--- src/logic/audio_adc_ctrl_pkg.sv ---
// Package: control word, register layouts, reset values and decoded settings
package audio_adc_ctrl_pkg;

  // ==========================================================================
  // Control word and register addresses
  // ==========================================================================
  localparam int         ADDR_W               = 7;
  localparam int         DATA_W               = 9;
  localparam logic [6:0] ZC_TIMEOUT_ADDR      = 7'h07;
  localparam logic [6:0] AUDIO_INTERFACE_ADDR = 7'h0B;
  localparam logic [6:0] MASTER_CLOCKING_ADDR = 7'h0C;
  localparam logic [6:0] POWER_DOWN_ADDR      = 7'h0D;
  localparam logic [6:0] LEFT_GAIN_ADDR       = 7'h0E;
  localparam logic [6:0] RIGHT_GAIN_ADDR      = 7'h0F;
  localparam logic [6:0] LEVEL_ONE_ADDR       = 7'h10;
  localparam logic [6:0] LEVEL_TWO_ADDR       = 7'h11;
  localparam logic [6:0] LEVEL_RATES_ADDR     = 7'h12;
  localparam logic [6:0] QUIET_GATE_ADDR      = 7'h13;
  localparam logic [6:0] LIMITER_WINDOW_ADDR  = 7'h14;
  localparam logic [6:0] INPUT_SELECT_ADDR    = 7'h15;
  localparam logic [6:0] SOFTWARE_RESET_ADDR  = 7'h17;

  // ==========================================================================
  // Reset values
  // ==========================================================================
  localparam logic [8:0]  ZC_TIMEOUT_RESET      = 9'h000;
  localparam logic [8:0]  AUDIO_INTERFACE_RESET = 9'h022;
  localparam logic [8:0]  MASTER_CLOCKING_RESET = 9'h022;
  // Only the low nine bits of the printed default reach the register
  localparam logic [11:0] POWER_DOWN_RESET_RAW  = 12'h800;
  localparam logic [8:0]  POWER_DOWN_RESET      = POWER_DOWN_RESET_RAW[8:0];
  localparam logic [8:0]  GAIN_RESET            = 9'h0CF;
  localparam logic [7:0]  GAIN_ZERO_DB          = 8'hCF;
  localparam logic [8:0]  LEVEL_ONE_RESET       = 9'h07B;
  localparam logic [8:0]  LEVEL_TWO_RESET       = 9'h000;
  localparam logic [8:0]  LEVEL_RATES_RESET     = 9'h032;
  localparam logic [8:0]  QUIET_GATE_RESET      = 9'h000;
  localparam logic [8:0]  LIMITER_WINDOW_RESET  = 9'h0A6;
  localparam logic [8:0]  INPUT_SELECT_RESET    = 9'h001;

  // ==========================================================================
  // Codes and decoded figures
  // ==========================================================================
  typedef enum logic [1:0] {
    FMT_RIGHT_JUST = 2'b00,
    FMT_LEFT_JUST  = 2'b01,
    FMT_I2S        = 2'b10,
    FMT_DSP        = 2'b11
  } framing_t;

  typedef enum logic [1:0] {
    WL_16   = 2'b00,
    WL_20   = 2'b01,
    WL_24   = 2'b10,
    WL_RSVD = 2'b11
  } word_len_t;

  typedef enum logic [1:0] {
    LF_LIMITER = 2'b00,
    LF_RIGHT   = 2'b01,
    LF_LEFT    = 2'b10,
    LF_STEREO  = 2'b11
  } level_fn_t;

  localparam logic [2:0] RATE_256 = 3'h2;
  localparam logic [2:0] RATE_384 = 3'h3;
  localparam logic [2:0] RATE_512 = 3'h4;
  localparam logic [2:0] RATE_768 = 3'h5;
  localparam logic [9:0] MCLK_256 = 10'h100;
  localparam logic [9:0] MCLK_384 = 10'h180;
  localparam logic [9:0] MCLK_512 = 10'h200;
  localparam logic [9:0] MCLK_768 = 10'h300;
  localparam logic [7:0] OSR_128  = 8'h80;
  localparam logic [7:0] OSR_64   = 8'h40;
  localparam logic [5:0] BITS_16  = 6'h10;
  localparam logic [5:0] BITS_20  = 6'h14;
  localparam logic [5:0] BITS_24  = 6'h18;

  // ==========================================================================
  // Register layouts, most significant field first
  // ==========================================================================
  typedef struct packed {
    logic [6:0] addr;
    logic [8:0] data;
  } ctrl_word_t;

  typedef struct packed {
    logic [4:0] rsvd_hi;
    logic       zc_timeout_disable;
    logic [2:0] rsvd_lo;
  } zc_word_t;

  typedef struct packed {
    logic      highpass_bypass;
    logic      rsvd;
    logic      master_clock_invert;
    word_len_t word_length_sel;
    logic      bit_clock_invert;
    logic      frame_polarity_or_variant;
    framing_t  framing_format_sel;
  } iface_word_t;

  typedef struct packed {
    logic       clock_role_sel;
    logic [3:0] rsvd;
    logic       oversample_sel;
    logic [2:0] clock_ratio_sel;
  } clocking_word_t;

  typedef struct packed {
    logic [1:0] rsvd_hi;
    logic       input_buffer_powerdown;
    logic [3:0] rsvd_mid;
    logic       converter_powerdown;
    logic       chip_powerdown;
  } power_word_t;

  typedef struct packed {
    logic       zero_cross_en;
    logic [7:0] gain_value;
  } gain_word_t;

  typedef struct packed {
    level_fn_t  level_function_sel;
    logic [2:0] gain_ceiling;
    logic [3:0] level_target;
  } level_one_word_t;

  typedef struct packed {
    logic       level_function_en;
    logic       level_zero_cross_en;
    logic [2:0] rsvd;
    logic [3:0] hold_time;
  } level_two_word_t;

  typedef struct packed {
    logic       rsvd;
    logic [3:0] release_rate;
    logic [3:0] attack_rate;
  } rates_word_t;

  typedef struct packed {
    logic [3:0] rsvd_hi;
    logic [2:0] quiet_gate_threshold;
    logic       rsvd_lo;
    logic       quiet_gate_en;
  } gate_word_t;

  typedef struct packed {
    logic       rsvd;
    logic       fixed_one;
    logic [2:0] transient_window;
    logic [3:0] attenuation_floor;
  } limiter_word_t;

  typedef struct packed {
    logic       stereo_gain_link;
    logic       left_mute;
    logic       right_mute;
    logic [1:0] rsvd;
    logic [3:0] input_pair_select;
  } mux_word_t;

  typedef struct packed {
    zc_word_t        zc_timeout;
    iface_word_t     audio_interface;
    clocking_word_t  master_clocking;
    power_word_t     power_down;
    gain_word_t      left_gain;
    gain_word_t      right_gain;
    level_one_word_t level_one;
    level_two_word_t level_two;
    rates_word_t     level_rates;
    gate_word_t      quiet_gate;
    limiter_word_t   limiter_window;
    mux_word_t       input_select;
  } settings_t;

  localparam settings_t SETTINGS_RESET = '{
    zc_timeout:      zc_word_t'(ZC_TIMEOUT_RESET),
    audio_interface: iface_word_t'(AUDIO_INTERFACE_RESET),
    master_clocking: clocking_word_t'(MASTER_CLOCKING_RESET),
    power_down:      power_word_t'(POWER_DOWN_RESET),
    left_gain:       gain_word_t'(GAIN_RESET),
    right_gain:      gain_word_t'(GAIN_RESET),
    level_one:       level_one_word_t'(LEVEL_ONE_RESET),
    level_two:       level_two_word_t'(LEVEL_TWO_RESET),
    level_rates:     rates_word_t'(LEVEL_RATES_RESET),
    quiet_gate:      gate_word_t'(QUIET_GATE_RESET),
    limiter_window:  limiter_word_t'(LIMITER_WINDOW_RESET),
    input_select:    mux_word_t'(INPUT_SELECT_RESET)
  };

  typedef struct packed {
    logic       frame_clock_oe_n;
    logic       bit_clock_oe_n;
    logic       frame_clock_inverted;
    logic       dsp_variant_b;
    logic       data_launch_rising;
    logic       master_clock_inverted;
    logic       highpass_active;
    logic       zc_timeout_active;
    logic       chip_active;
    logic       converter_active;
    logic       input_buffer_active;
    logic [3:0] active_pairs;
    logic       level_left_active;
    logic       level_right_active;
    logic [9:0] mclk_per_frame;
    logic [7:0] oversample_ratio;
    logic [5:0] sample_bits;
    logic [8:0] left_gain_half_db;
    logic [8:0] right_gain_half_db;
  } derived_t;

endpackage : audio_adc_ctrl_pkg

--- src/logic/audio_adc_control_registers.sv ---
// Control register bank of a stereo audio converter, loaded by control words
`timescale 1ns/10ps
// Operation
// - Word is 16 bits: seven address bits above nine data bits.
// - Zero-cross timeout: bit 3 of 07h, 0 active, 1 disabled, reset 0.
// - Framing format: 00 right, 01 left, 10 I2S, 11 DSP; reset 10.
// - Interface bit 2: frame clock invert, or DSP variant A/B.
// - Interface bit 3: bit clock polarity; at 0 data changes falling edge.
// - Word length bits 5:4: 00 16, 01 20, 10 24 bits; reset 10.
// - Interface bit 6 inverts the master clock when set.
// - Interface bit 8 bypasses the high-pass filter when set.
// - Master clock per frame: 010 256, 011 384, 100 512, 101 768.
// - Master-mode bit 3: 0 gives 128x, 1 gives 64x oversampling.
// - Master-mode bit 8: 0 slave clocks in, 1 device drives both clocks.
// - Power-down bit 0 puts the whole chip into power save.
// - Power-down bit 1 powers down only the converter.
// - Power-down bit 6 powers down input multiplexer and buffer.
// - Register 14h: fixed one bit 7, window 6:4, attenuation 3:0, reset 0A6.
// - Any write to 17h restores all defaults; written data is dropped.
// - Eight-bit channel gain in half-decibel steps, reset value is 0dB.
// - Level function: 00 limiter, 01 right, 10 left, 11 both channels.
// - Four input-select bits each add one stereo pair; reset pair one.

module audio_adc_control_registers (
  input  wire logic                           clock,
  input  wire logic                           rstn,
  input  wire logic                           word_valid,
  input  wire audio_adc_ctrl_pkg::ctrl_word_t word,
  output audio_adc_ctrl_pkg::settings_t       settings,
  output audio_adc_ctrl_pkg::derived_t        derived,
  output logic                                soft_reset_pulse
);

  audio_adc_ctrl_pkg::settings_t settings_q;
  audio_adc_ctrl_pkg::settings_t settings_d;
  audio_adc_ctrl_pkg::derived_t  derived_q;
  audio_adc_ctrl_pkg::derived_t  derived_d;
  logic                          soft_reset_q;
  logic                          soft_reset_d;

  // ==========================================================================
  // Register writes
  // ==========================================================================
  // Each register except 14h, whose bit 7 is forced to one, takes the nine data bits whole; undefined bits are held as
  // written, so a host that leaves them nonzero sees no side effect.
  always_comb
  begin
    settings_d   = settings_q;
    soft_reset_d = 1'b0;
    if (word_valid)
    begin
      case (word.addr)
        audio_adc_ctrl_pkg::ZC_TIMEOUT_ADDR:
          settings_d.zc_timeout = audio_adc_ctrl_pkg::zc_word_t'(word.data);
        audio_adc_ctrl_pkg::AUDIO_INTERFACE_ADDR:
          settings_d.audio_interface = audio_adc_ctrl_pkg::iface_word_t'(word.data);
        audio_adc_ctrl_pkg::MASTER_CLOCKING_ADDR:
          settings_d.master_clocking = audio_adc_ctrl_pkg::clocking_word_t'(word.data);
        audio_adc_ctrl_pkg::POWER_DOWN_ADDR:
          settings_d.power_down = audio_adc_ctrl_pkg::power_word_t'(word.data);
        audio_adc_ctrl_pkg::LEFT_GAIN_ADDR:
          settings_d.left_gain = audio_adc_ctrl_pkg::gain_word_t'(word.data);
        audio_adc_ctrl_pkg::RIGHT_GAIN_ADDR:
          settings_d.right_gain = audio_adc_ctrl_pkg::gain_word_t'(word.data);
        audio_adc_ctrl_pkg::LEVEL_ONE_ADDR:
          settings_d.level_one = audio_adc_ctrl_pkg::level_one_word_t'(word.data);
        audio_adc_ctrl_pkg::LEVEL_TWO_ADDR:
          settings_d.level_two = audio_adc_ctrl_pkg::level_two_word_t'(word.data);
        audio_adc_ctrl_pkg::LEVEL_RATES_ADDR:
          settings_d.level_rates = audio_adc_ctrl_pkg::rates_word_t'(word.data);
        audio_adc_ctrl_pkg::QUIET_GATE_ADDR:
          settings_d.quiet_gate = audio_adc_ctrl_pkg::gate_word_t'(word.data);
        audio_adc_ctrl_pkg::LIMITER_WINDOW_ADDR:
        begin
          settings_d.limiter_window = audio_adc_ctrl_pkg::limiter_word_t'(word.data);
          settings_d.limiter_window.fixed_one = 1'b1;
        end
        audio_adc_ctrl_pkg::INPUT_SELECT_ADDR:
          settings_d.input_select = audio_adc_ctrl_pkg::mux_word_t'(word.data);
        audio_adc_ctrl_pkg::SOFTWARE_RESET_ADDR:
        begin
          settings_d   = audio_adc_ctrl_pkg::SETTINGS_RESET;
          soft_reset_d = 1'b1;
        end
        // Unmapped addresses are dropped silently
        default:
          settings_d = settings_q;
      endcase
    end
  end

  // ==========================================================================
  // Decoded controls
  // ==========================================================================
  // Decoded from the next settings so both outputs change on the same edge.
  always_comb
  begin
    derived_d = '0;
    // Master drives frame and bit clocks; enables are active low
    derived_d.frame_clock_oe_n = ~settings_d.master_clocking.clock_role_sel;
    derived_d.bit_clock_oe_n   = ~settings_d.master_clocking.clock_role_sel;
    if (settings_d.audio_interface.framing_format_sel == audio_adc_ctrl_pkg::FMT_DSP)
      derived_d.dsp_variant_b = settings_d.audio_interface.frame_polarity_or_variant;
    else
      derived_d.frame_clock_inverted =
        settings_d.audio_interface.frame_polarity_or_variant;
    derived_d.data_launch_rising    = settings_d.audio_interface.bit_clock_invert;
    derived_d.master_clock_inverted = settings_d.audio_interface.master_clock_invert;
    derived_d.highpass_active       = ~settings_d.audio_interface.highpass_bypass;
    derived_d.zc_timeout_active     = ~settings_d.zc_timeout.zc_timeout_disable;
    derived_d.chip_active           = ~settings_d.power_down.chip_powerdown;
    derived_d.converter_active      = ~settings_d.power_down.chip_powerdown
                                    & ~settings_d.power_down.converter_powerdown;
    derived_d.input_buffer_active   = ~settings_d.power_down.chip_powerdown
                                    & ~settings_d.power_down.input_buffer_powerdown;
    // With the buffer down every pair is switched off the converter input
    derived_d.active_pairs = derived_d.input_buffer_active
                           ? settings_d.input_select.input_pair_select : 4'h0;
    case (settings_d.level_one.level_function_sel)
      audio_adc_ctrl_pkg::LF_RIGHT:
        derived_d.level_right_active = 1'b1;
      audio_adc_ctrl_pkg::LF_LEFT:
        derived_d.level_left_active = 1'b1;
      default:
      begin
        derived_d.level_left_active  = 1'b1;
        derived_d.level_right_active = 1'b1;
      end
    endcase
    case (settings_d.master_clocking.clock_ratio_sel)
      audio_adc_ctrl_pkg::RATE_256: derived_d.mclk_per_frame = audio_adc_ctrl_pkg::MCLK_256;
      audio_adc_ctrl_pkg::RATE_384: derived_d.mclk_per_frame = audio_adc_ctrl_pkg::MCLK_384;
      audio_adc_ctrl_pkg::RATE_512: derived_d.mclk_per_frame = audio_adc_ctrl_pkg::MCLK_512;
      audio_adc_ctrl_pkg::RATE_768: derived_d.mclk_per_frame = audio_adc_ctrl_pkg::MCLK_768;
      // Undefined ratio codes report zero rather than guess a rate
      default:                      derived_d.mclk_per_frame = 10'h000;
    endcase
    derived_d.oversample_ratio = settings_d.master_clocking.oversample_sel
                               ? audio_adc_ctrl_pkg::OSR_64
                               : audio_adc_ctrl_pkg::OSR_128;
    case (settings_d.audio_interface.word_length_sel)
      audio_adc_ctrl_pkg::WL_16: derived_d.sample_bits = audio_adc_ctrl_pkg::BITS_16;
      audio_adc_ctrl_pkg::WL_20: derived_d.sample_bits = audio_adc_ctrl_pkg::BITS_20;
      // The reserved code falls back to the widest defined length
      default:                   derived_d.sample_bits = audio_adc_ctrl_pkg::BITS_24;
    endcase
    // Signed offset from the 0dB code, one count per half decibel
    derived_d.left_gain_half_db  = {1'b0, settings_d.left_gain.gain_value}
                                 - {1'b0, audio_adc_ctrl_pkg::GAIN_ZERO_DB};
    derived_d.right_gain_half_db = {1'b0, settings_d.right_gain.gain_value}
                                 - {1'b0, audio_adc_ctrl_pkg::GAIN_ZERO_DB};
  end

  // ==========================================================================
  // State registers
  // ==========================================================================
  always_ff @(posedge clock or negedge rstn)
  begin
    if (!rstn)
    begin
      settings_q   <= audio_adc_ctrl_pkg::SETTINGS_RESET;
      derived_q    <= '{frame_clock_oe_n:   1'b1,
                        bit_clock_oe_n:     1'b1,
                        highpass_active:    1'b1,
                        zc_timeout_active:  1'b1,
                        chip_active:        1'b1,
                        converter_active:   1'b1,
                        input_buffer_active: 1'b1,
                        active_pairs:       4'h1,
                        level_left_active:  1'b1,
                        level_right_active: 1'b1,
                        mclk_per_frame:     audio_adc_ctrl_pkg::MCLK_256,
                        oversample_ratio:   audio_adc_ctrl_pkg::OSR_128,
                        sample_bits:        audio_adc_ctrl_pkg::BITS_24,
                        default:            '0};
      soft_reset_q <= 1'b0;
    end
    else
    begin
      settings_q   <= settings_d;
      derived_q    <= derived_d;
      soft_reset_q <= soft_reset_d;
    end
  end

  assign settings         = settings_q;
  assign derived          = derived_q;
  assign soft_reset_pulse = soft_reset_q;

endmodule : audio_adc_control_registers

--- config.mk ---
export PLATFORM = sky130hd
export DESIGN_NAME = audio_adc_control_registers
export DESIGN_NICKNAME = d
export VERILOG_FILES = /design/src/logic/audio_adc_ctrl_pkg.sv /design/src/logic/audio_adc_control_registers.sv
export SDC_FILE = /design/constraint.sdc
export NUM_CORES = 1
export LEC_CHECK = 0
export ABC_AREA = 1
export BUFFER_PORTS_ARGS = -buffer_cell sky130_fd_sc_hd__buf_2
export CORE_ASPECT_RATIO = 0.6
export CORE_MARGIN = 2
export CORE_UTILIZATION = 24
export DETAILED_ROUTE_END_ITERATION = 8
export PLACE_DENSITY = 0.48
export SLEW_MARGIN = 20
export SYNTH_ARGS = -nofsm -noshare
export SYNTH_HDL_FRONTEND = slang
export SYNTH_SLANG_ARGS = --single-unit
--- constraint.sdc ---
create_clock -name clock -period 1.7 [get_ports clock]
set_input_delay 0.34 -clock clock [delete_from_list [all_inputs] [get_ports clock]]
set_output_delay 0.34 -clock clock [all_outputs]
set_load 0.01 [all_outputs]
==> Word level (Yosys, flattened, before mapping) <==
Index checks and enable logic that the tools add are counted.
Widths: inputs -> output; s select.
{ "totals": {"register_bits": 165, "input_bits": 19, "out_inout_bits": 168} }
{ "op_classes": {"n_addsub": 2, "n_eq_ne": 21, "muxes": 23, "n_bitwise": 8, "reduce_logical": 25} }
{ "ops": {"columns": ["cell", "n"], "rows": [
  ["$pmux 9 s2", 12],
  ["$mux 103", 1],
  ["$eq 7x5->1 const B", 7],
  ["$pmux 10 s4", 1],
  ["$eq 7x4->1 const B", 5],
  ["$reduce_and 2->1", 12],
  ["$reduce_bool 2->1", 12],
  ["$sub 8x8->9 const B", 2],
  ["$mux 8", 1],
  ["$pmux 4 s2", 1],
  ["$eq 7x3->1 const B", 1],
  ["$eq 3x2->1 const B", 2],
  ["$eq 3x3->1 const B", 2],
  ["$mux 1", 6],
  ["$not 1->1", 6],
  ["$eq 2x1->1 const B", 2],
  ["$eq 2x2->1 const B", 2],
  ["$mux 4", 1],
  ["$and 1x1->1", 2],
  ["$logic_not 2->1", 1]
]} }

==> Logic depth before layout (Yosys ltp) <==
Gate-level depths: netlist (run 1).
{ "depth": {"depth_word": 6, "ltp_mapped": 14, "ltp_nobuf": 13} }

==> Worst setup path after synthesis (run 1) <==
No wires, ideal clock.
{ "synth_path": {"path_type": "input-to-reg", "from": "input word_valid", "to": "register derived_q, in the netlist derived[6]", "arrival_ps": 1737, "required_time_ps": 1583, "slack_ps": -154, "path_stages": 13, "path_cell_list": "buf_2 inv_1 nor2_1 inv_1 nor2_1 nor2_1 nor2_2 inv_1 ha_1 nand3_2 nand3_1 nand2_1 nand2_1"} }
{ "synth_rtl": {"columns": ["element", "line", "rtl"], "rows": [
  ["from (decl)", "audio_adc_control_registers.sv:27", "input wire logic word_valid,"],
  ["to (signal assigned)", "audio_adc_control_registers.sv:162", "derived_q <= '{frame_clock_oe_n: 1'b1,"],
  ["to (signal assigned)", "audio_adc_control_registers.sv:181", "derived_q <= derived_d;"],
  ["to (decl)", "audio_adc_control_registers.sv:36", "audio_adc_ctrl_pkg::derived_t derived_q;"]
]} }

==> results of run 1 <==
## cells in the final DEF, fill, tap and decap left out, drive strengths merged
| cell type | count |
|---|---|
| buf | 285 |
| nand2 | 145 |
| dfrtp | 105 |
| inv | 85 |
| o21ai | 65 |
| nor2 | 48 |
| nand3 | 44 |
| dfstp | 41 |
| clkbuf | 20 |
| conb | 18 |
| o22ai | 15 |
| o31ai | 9 |
| a21oi | 9 |
| nor3 | 6 |
| xor2 | 5 |
| bufinv | 5 |
| nand3b | 5 |
| clkinv | 3 |
| nand4 | 2 |
| a31oi | 2 |
| clkinvlp | 2 |
| ha | 2 |
| xnor2 | 1 |
| or2 | 1 |
| o211ai | 1 |
| dlygate4sd3 | 1 |
## worst register-to-register path: cells and delay by family, from the launching register on
family | cells | cell delay [ns]
buffers and inverters | 2 | 0.12
adders and majority gates | 1 | 0.20
and+or+nand+nor | 5 | 0.49
DFF | 1 | 0.53
## metrics by stage
| step | instance area [um2] | hold WS, ns |
|---|---|---|
| detailed placement | 8160 | 0.277 |
| global placement | 8160 | 0.276 |
| finish | 8820 | 0.256 |
| CTS | 8820 | 0.234 |
| floorplan | 6170 | 0.0444 |
| global route | 8820 | 0.255 |
## logic make-up (layout without fill, tap and decap cells)
kind of cell | Yosys count | in the layout | share of synthesized area [%]
AND/OR/NAND/NOR | 251 | 251 | 18.9
buffers and inverters | 121 | 401 | 9.36
flip-flops | 146 | 146 | 60.8
XOR/XNOR | 6 | 6 | 0.862
AO/OA/AOI/OAI | 101 | 101 | 9.56
adder cells (fa/ha/maj) | 2 | 2 | 0.410
other | 2 | 18 | 0.123
## final cells by class
class	instances	area [um2]	area share (%)
flip-flops and latches	146	3700	42.0
multi-input cells	378	1910	21.6
repair buffers	286	1850	20.9
clock buffers	20	437	4.95
well taps	329	412	4.66
inverters	83	312	3.53
clock inverters	12	205	2.33
## power breakdown
part	internal, mW	switching, mW
logic	0.915	1.26
clock network	2.62	1.53
registers	4.14	0.290
## worst max path at each step
stage / cells after the start / slack [ns] / to
2_1_floorplan: 13 / -0.001 / derived[8]
3_3_place_gp: 14 / -0.27 / derived[6]
3_5_place_dp: 14 / -0.27 / derived[17]
4_1_cts: 14 / 0.16 / derived[17]
5_1_grt: 12 / 0.005 / derived[13]
6_report: 10 / 0.15 / derived[44]
## flip-flops by register name (all words and copies together) (netlist names)
signal / cells
soft_reset_pulse: 1
derived: 41
settings: 104
## routing by layer
metal | vias up | GRT usage [%] | wire length, um
li1 | 2544 | - | -
met1 | 2469 | 24.4 | 11000
met2 | 127 | 21.3 | 8260
met3 | 13 | 6.10 | 1490
met4 | 0 | 3.88 | 230
met5 | - | 0 | 0
## repair_timing
item,in CTS,in global routing
endpoints found under the hold margin,19,0
resized for setup,0,2
hold buffers,1,0
setup endpoints to repair,0,2
==> results.yml, run 1 <==
run_status:
  status: "finished clean"
timing:
  finalCritPeriodShare_pct: 91.2
  rsz0062_at_grt: "false"
  maxSlewViolCount: 0
  fin_crit_ns: 1.55
  finalSetupTns_ns: 0
  fin_ws_ns: 0.149
  final_hold_viol_count: 0
  setup_viol: 0
  skew_ns: 0.00772
  fmax_mhz: 645
grt:
  grt_pass1_wl_mm: 31.4
  antenna_found_initial: 0
  grt_max_degree: 36
  grt_overflow: 0
  track_usage_pct: 16.1
  first_global_vias: 5088
critical_path:
  cp_top_family: "simple AND/OR/NAND/NOR gates"
  endpoint_kind: "register"
  crit_start: "word[11]"
  cp.arrival_ns: 1.90
  r2r_cells: 8
  worstSetupStartpointType: "primary input"
  max_stage_delay_ns: 0.27
  crit_type: "primary input to register"
  r2r-start: "settings[54]"
  r2r_end: "derived[8]"
  critPathSlowestCell: "nor2_1"
  cp_cell_sequence: "buf_2 > nand2_1 > buf_4 > nor2_1 > nand3_1 > nand2_1 > o22ai_1 > inv_1 > nand2_2 > a31oi_2"
  cp_max_fo: 5
  crit_buf_inv: 3
  r2r_setup_slack_ns: 0.23
  required_ns: 2.05
  crit_path_frequent_cell: "nand2_1"
placement:
  dp_hpwl_mm: 16.4
  gp_congestion: 0.779
  post-place-ws_ns: -0.274
  port_buffers: 168
  dp.cells: 1221
cells_and_area:
  nFillCells: 2643
  drive_gt1_share_pct: 44.5
  fin_nets: 933
  fin_util_pct: 35.1
  area_growth_pct: 44.8
  n_antenna_cell: 0
  fin_cells: 1254
clock_tree:
  cts_tree: "done"
  h-tree-depth: 4
  numCtsBuffers: 17
  worstSkewPairLatency_ns: 0.43
  clock_sinks: 146
  clock_path_buffers: 2
  path_clk_slew_ns: 0.06
  post_cts_buffers: 0
  clockRootBuffer: "clkbuf_16"
die:
  die_h_um: 127
  core_region_area_um2: 25100
  start_util_pct: 24.3
  ios: 187
  dieArea_um2: 26700
  die_w_um: 210
  rows: 45
synthesis:
  ys_seq_area_share_pct: 60.8
  ys_types: 37
  synth_common_cells: "nand2_1 (134), dfrtp_1 (105), inv_1 (71), o21ai_0 (61), dfstp_2 (41)"
  synthesis.area_um2: 6100
  async_reset_ff_share_pct: 100
  yosys_most_used_dff: "dfrtp_1"
  postSynthAreaPerCell_um2: 9.69
  synth_warnings: 0
  netlist_instances: 629
  synth-edff-count: 0
  yosysTopAreaCellShare_pct: 43.1
  synth_top_area_cell: "dfrtp_1"
  synth_most_common_cell: "nand2_1"
  synth_seq_cells: 146
  synthTopCellsByArea: "dfrtp_1 (43%), dfstp_2 (18%), nand2_1 (8.3%)"
power:
  vdd_drop_max_v: 0.000595
  power.density_nw_per_um2: 1220
  p_leak_nw: 4.72
  p_total_mw: 10.7
detailed_routing:
  vias: 5153
  drc: 0
  viasPerCell: 4.11
  wirelength_mm: 21.0
  wl_per_cell_um: 16.8
  drtPass1Iterations: 5
  ant_nets: 0
  drt-initial-drc-count: 340
hold_path:
  hold_path_end: "settings[45]"
  hp-start: "word[0]"
  whs_path_depth: 3
  hold_class: "primary input to register"
flow_run:
  maxCapViolations: 0
Power figures use the tool's default switching activity.
==> run 2, diff against run 1 <==
PLACE_DENSITY = 0.5   (was 0.48)
clock period = 1.3 ns   (was 1.7 ns; I/O delays follow)
==> run 2 against run 1 <==
  * Die area did not move
  * Clock skew is essentially flat
  * Hold slack worse by 0.058 ns
  * Sequential cell count is the same
  * Via count rose by 5.8%
  * Highest routed layer unchanged
  * Wire length up 6.6%
  * Combinational power grew 68%
  * Non-clock buffer count up 27
  * The flow now finishes with violations (setup timing)
==> results.yml, run 2 (synthesis gave the netlist of run 1 again) <==
run_status:
  status: "finished, violations left"
  violations: "setup timing"
die:
  die_h_um: 127
  core_region_area_um2: 25100
  dieArea_um2: 26700
  die_w_um: 210
  rows: 45
  start_util_pct: 24.3
  ios: 187
timing:
  skew_ns: 0.00785
  fin_crit_ns: 1.43
  final_hold_viol_count: 0
  rsz0062_at_grt: "true"
  maxSlewViolCount: 0
  fin_hold_ws_ns: 0.198
  fmax_mhz: 699
  finalSetupTns_ns: -3.21
  finalCritPeriodShare_pct: 110
  fin_ws_ns: -0.131
  setup_viol: 66
cells_and_area:
  n_antenna_cell: 0
  drive_gt1_share_pct: 54.8
  fin_cells: 1284
  area_growth_pct: 63.5
  final_common_cell: "buf_2"
  fin_nets: 963
  layout_common_cells: "buf_2 (122), buf_4 (115), nand2_1 (114)"
  largest_reg_flops: 104
critical_path:
  cp.arrival_ns: 1.17
  r2r_cells: 9
  required_ns: 1.04
  crit_type: "register to output pin"
  worstSetupStartpointType: "register"
  cp_max_fo: 2
  endpoint_kind: "output pin"
clock_tree:
  numCtsBuffers: 17
  clock_sinks: 146
  h-tree-depth: 4
  clockRootBuffer: "clkbuf_16"
  cts_tree: "done"
  path_clk_slew_ns: 0.06
  clock_path_buffers: 2
  worstSkewPairLatency_ns: 0.43
power:
  internal_power_mw: 10.3
  vdd_drop_max_v: 0.000748
  swShare_pct: 29.8
  clkPwrFrac_pct: 34.9
  p_leak_nw: 5.06
  power.switching_mw: 4.35
  pwr-share-seq_pct: 40.1
  power.density_nw_per_um2: 1470
  pwr-share-comb_pct: 24.9
detailed_routing:
  wirelength_mm: 22.4
  drtPass1Iterations: 6
  drt-initial-drc-count: 265
  vias: 5450
  viasPerCell: 4.24
  ant_nets: 0
  drc: 0
  wl_per_cell_um: 17.4
placement:
  gp_congestion: 0.829
  port_buffers: 168
  dp_hpwl_mm: 16.4
  dp.cells: 1220
grt:
  grt_pass1_wl_mm: 33.1
  grt_overflow: 0
  track_usage_pct: 16.9
  antenna_found_initial: 0
  grt_max_degree: 41
  first_global_vias: 5411
hold_path:
  whs_path_depth: 3
  hold_class: "primary input to register"
flow_run:
  maxCapViolations: 0
## run 2: worst paths after layout
path | startpoint | to | slack [ns]
worst max-delay path | settings[64] | settings[64] | -0.13
worst min-delay path | word[7] | settings[34] | 0.20
worst max register to register | settings[64] | derived[15] | -0.10
worst min register to register | settings[9] | settings[9] | 0.48
max in group asynchronous | rstn | settings[63] | 0.48
min in group asynchronous | rstn | settings[38] | 0.25
## run 2: power by group through the flow
stage	Sequential [mW]	Combinational [mW]	Clock (mW)
after floorplan	6.15	1.09	0
after global placement	5.89	2.94	0
after detailed placement	5.88	2.95	0
after CTS	5.87	3.40	5.24
after global routing	5.94	3.98	5.45
final	5.86	3.64	5.10
## run 2: metal layers
| layer | wire [um] | track usage [%] | vias up |
|---|---|---|---|
| met3 | 1220 | 4.55 | 15 |
| met2 | 9250 | 23.2 | 158 |
| met5 | 0 | 0 | - |
| li1 | - | - | 2618 |
| met1 | 11700 | 25.8 | 2659 |
| met4 | 207 | 4.05 | 0 |
## run 2: stage by stage
| stage | util (%) | worst slack, ns | power [mW] | instance area (um2) |
|---|---|---|---|---|
| detailed placement | 33.2 | -0.579 | 8.83 | 8340 |
| global route | 39.7 | -0.194 | 15.4 | 9960 |
| floorplan | - | -0.269 | 7.24 | 6410 |
| CTS | 37.7 | -0.153 | 14.5 | 9480 |
| finish | 39.7 | -0.131 | 14.6 | 9960 |
| global placement | 33.2 | -0.553 | 8.83 | 8340 |
## run 2: final cells by class
class / instances / area (um2)
timing repair buffer: 313 / 2420
sequential: 146 / 3700
inverter: 83 / 330
multi-input combinational: 379 / 2470
timing repair inverter: 2 / 15.0
tap: 329 / 412
clock buffer: 19 / 443
fill: 2533 / 15100
clock inverter: 13 / 161
## run 2: timing repair
action                     CTS  global route
hold buffers                 1             0
setup endpoints to repair   72           132
hold endpoints to repair   106             0
gates resized for setup     88            91
gates cloned                 1             3
pin swaps                   17            28
setup buffers               10            17
## run 2: worst max-delay path, cell delays in order, from the launching register on
cell and delay, ns:
dfstp_2 0.56, buf_6 0.10, buf_6 0.08
==> run 3, diff against run 2 <==
GPL_ROUTABILITY_DRIVEN = 0   (was unset)
SKIP_CTS_REPAIR_TIMING = 1   (was unset)
==> run 3 against run 2 <==
  * The flow still finishes with violations (setup timing)
  * Final area down 0.20%
  * Non-clock buffer count down 1
  * First-iteration DRC count up 11%
  * Combinational power down 1%
  * Via count down 1.4%
  * Utilization down 0.080 points
  * Hold slack better by 0.0057 ns
  * Clock power about the same
  * Largest power group unchanged
  * Clock skew up 0.00071 ns
  * Die area unchanged
  * Register-to-register slack better by 0.04 ns
==> results.yml, run 3 (synthesis gave the netlist of run 1 again) <==
run_status:
  status: "finished, violations left"
  violations: "setup timing"
placement:
  dpl_cell_area_um2: 8340
  port_buffers: 168
  dp.cells: 1220
  dp_hpwl_mm: 16.4
  post-place-ws_ns: -0.579
flow_run:
  maxCapViolations: 0
die:
  die_w_um: 210
  core_region_area_um2: 25100
  start_util_pct: 24.3
  ios: 187
  dieArea_um2: 26700
  rows: 45
  die_h_um: 127
critical_path:
  required_ns: 1.04
  r2r_end: "derived[15]"
  cp_max_fo: 2
  endpoint_kind: "output pin"
  cp.arrival_ns: 1.17
  worstSetupStartpointType: "register"
  r2r_cells: 8
  endpoint: "settings[55]"
  crit_start: "settings[55]"
  r2r_setup_slack_ns: -0.06
  crit_type: "register to output pin"
  r2r-start: "settings[64]"
grt:
  grt_pass1_wl_mm: 32.3
  track_usage_pct: 16.5
  first_global_vias: 5219
  grt_max_degree: 41
  antenna_found_initial: 0
  grt_overflow: 0
cells_and_area:
  n_antenna_cell: 0
  fin_nets: 961
  layout_common_cells: "buf_2 (122), buf_4 (118), nand2_1 (107)"
  fin_cells: 1282
  drive_gt1_share_pct: 55.6
  fin_util_pct: 39.6
  design_area_um2: 9940
  final_common_cell: "buf_2"
  largest_reg_flops: 104
  area_growth_pct: 63.1
detailed_routing:
  vias: 5376
  wirelength_mm: 22.3
  drc: 0
  drtPass1Iterations: 4
  viasPerCell: 4.19
  wl_per_cell_um: 17.4
  ant_nets: 0
  drt-initial-drc-count: 295
timing:
  finalCritPeriodShare_pct: 110
  maxSlewViolCount: 0
  rsz0062_at_grt: "true"
  final_hold_viol_count: 0
  skew_ns: 0.00856
  fin_hold_ws_ns: 0.204
  fin_crit_ns: 1.43
  fin_ws_ns: -0.132
  setup_viol: 57
  fmax_mhz: 698
power:
  vdd_drop_max_v: 0.000738
  p_leak_nw: 5.04
  power.density_nw_per_um2: 1460
clock_tree:
  cts_tree: "done"
  clockRootBuffer: "clkbuf_16"
  clock_path_buffers: 2
  worstSkewPairLatency_ns: 0.43
  path_clk_slew_ns: 0.06
  numCtsBuffers: 17
  clock_sinks: 146
  h-tree-depth: 4
hold_path:
  hold_class: "primary input to register"
-- run 3: worst min-delay path by stage --
stage	from	to	slack, ns	depth (start not counted)
floorplan	rstn	derived[0]	-0.04	0
global placement	rstn	settings[29]	0.13	1
detailed placement	rstn	settings[38]	0.12	1
CTS	rstn	settings[38]	-0.34	1
global route	word[7]	settings[34]	0.23	3
finish	word[7]	settings[34]	0.20	3
-- run 3: metal layers --
layer	wire, um	track usage, %	up-vias
li1	-	-	2618
met1	11500	25.5	2592
met2	9180	22.4	151
met3	1410	4.45	15
met4	195	3.75	0
met5	0	0	-
-- run 3: layout make-up --
cell class                 count  area (um2)
timing repair inverter         1        7.51
clock inverter                13         161
clock buffer                  19         443
fill                        2535       15200
inverter                      83         335
tap                          329         412
timing repair buffer         312        2390
sequential                   146        3700
multi-input combinational    379        2490
-- run 3: critical path, stage by stage (launching register included) --
cell and delay, ns:
dfstp_2 0.56, buf_6 0.10, buf_6 0.09
-- run 3: report_power, final --
group          switching (mW)  total [mW]  internal (mW)
combinational            1.85        3.60           1.74
sequential              0.448        5.87           5.42
clock                    2.02        5.09           3.07
-- run 3: stage by stage --
| step | power, mW | setup TNS (ns) |
|---|---|---|
| floorplan | 7.24 | -7.30 |
| global placement | 8.83 | -49.52 |
| detailed placement | 8.83 | -51.62 |
| CTS | 14.0 | -5.07 |
| global route | 15.3 | -5.59 |
| finish | 14.5 | -2.08 |
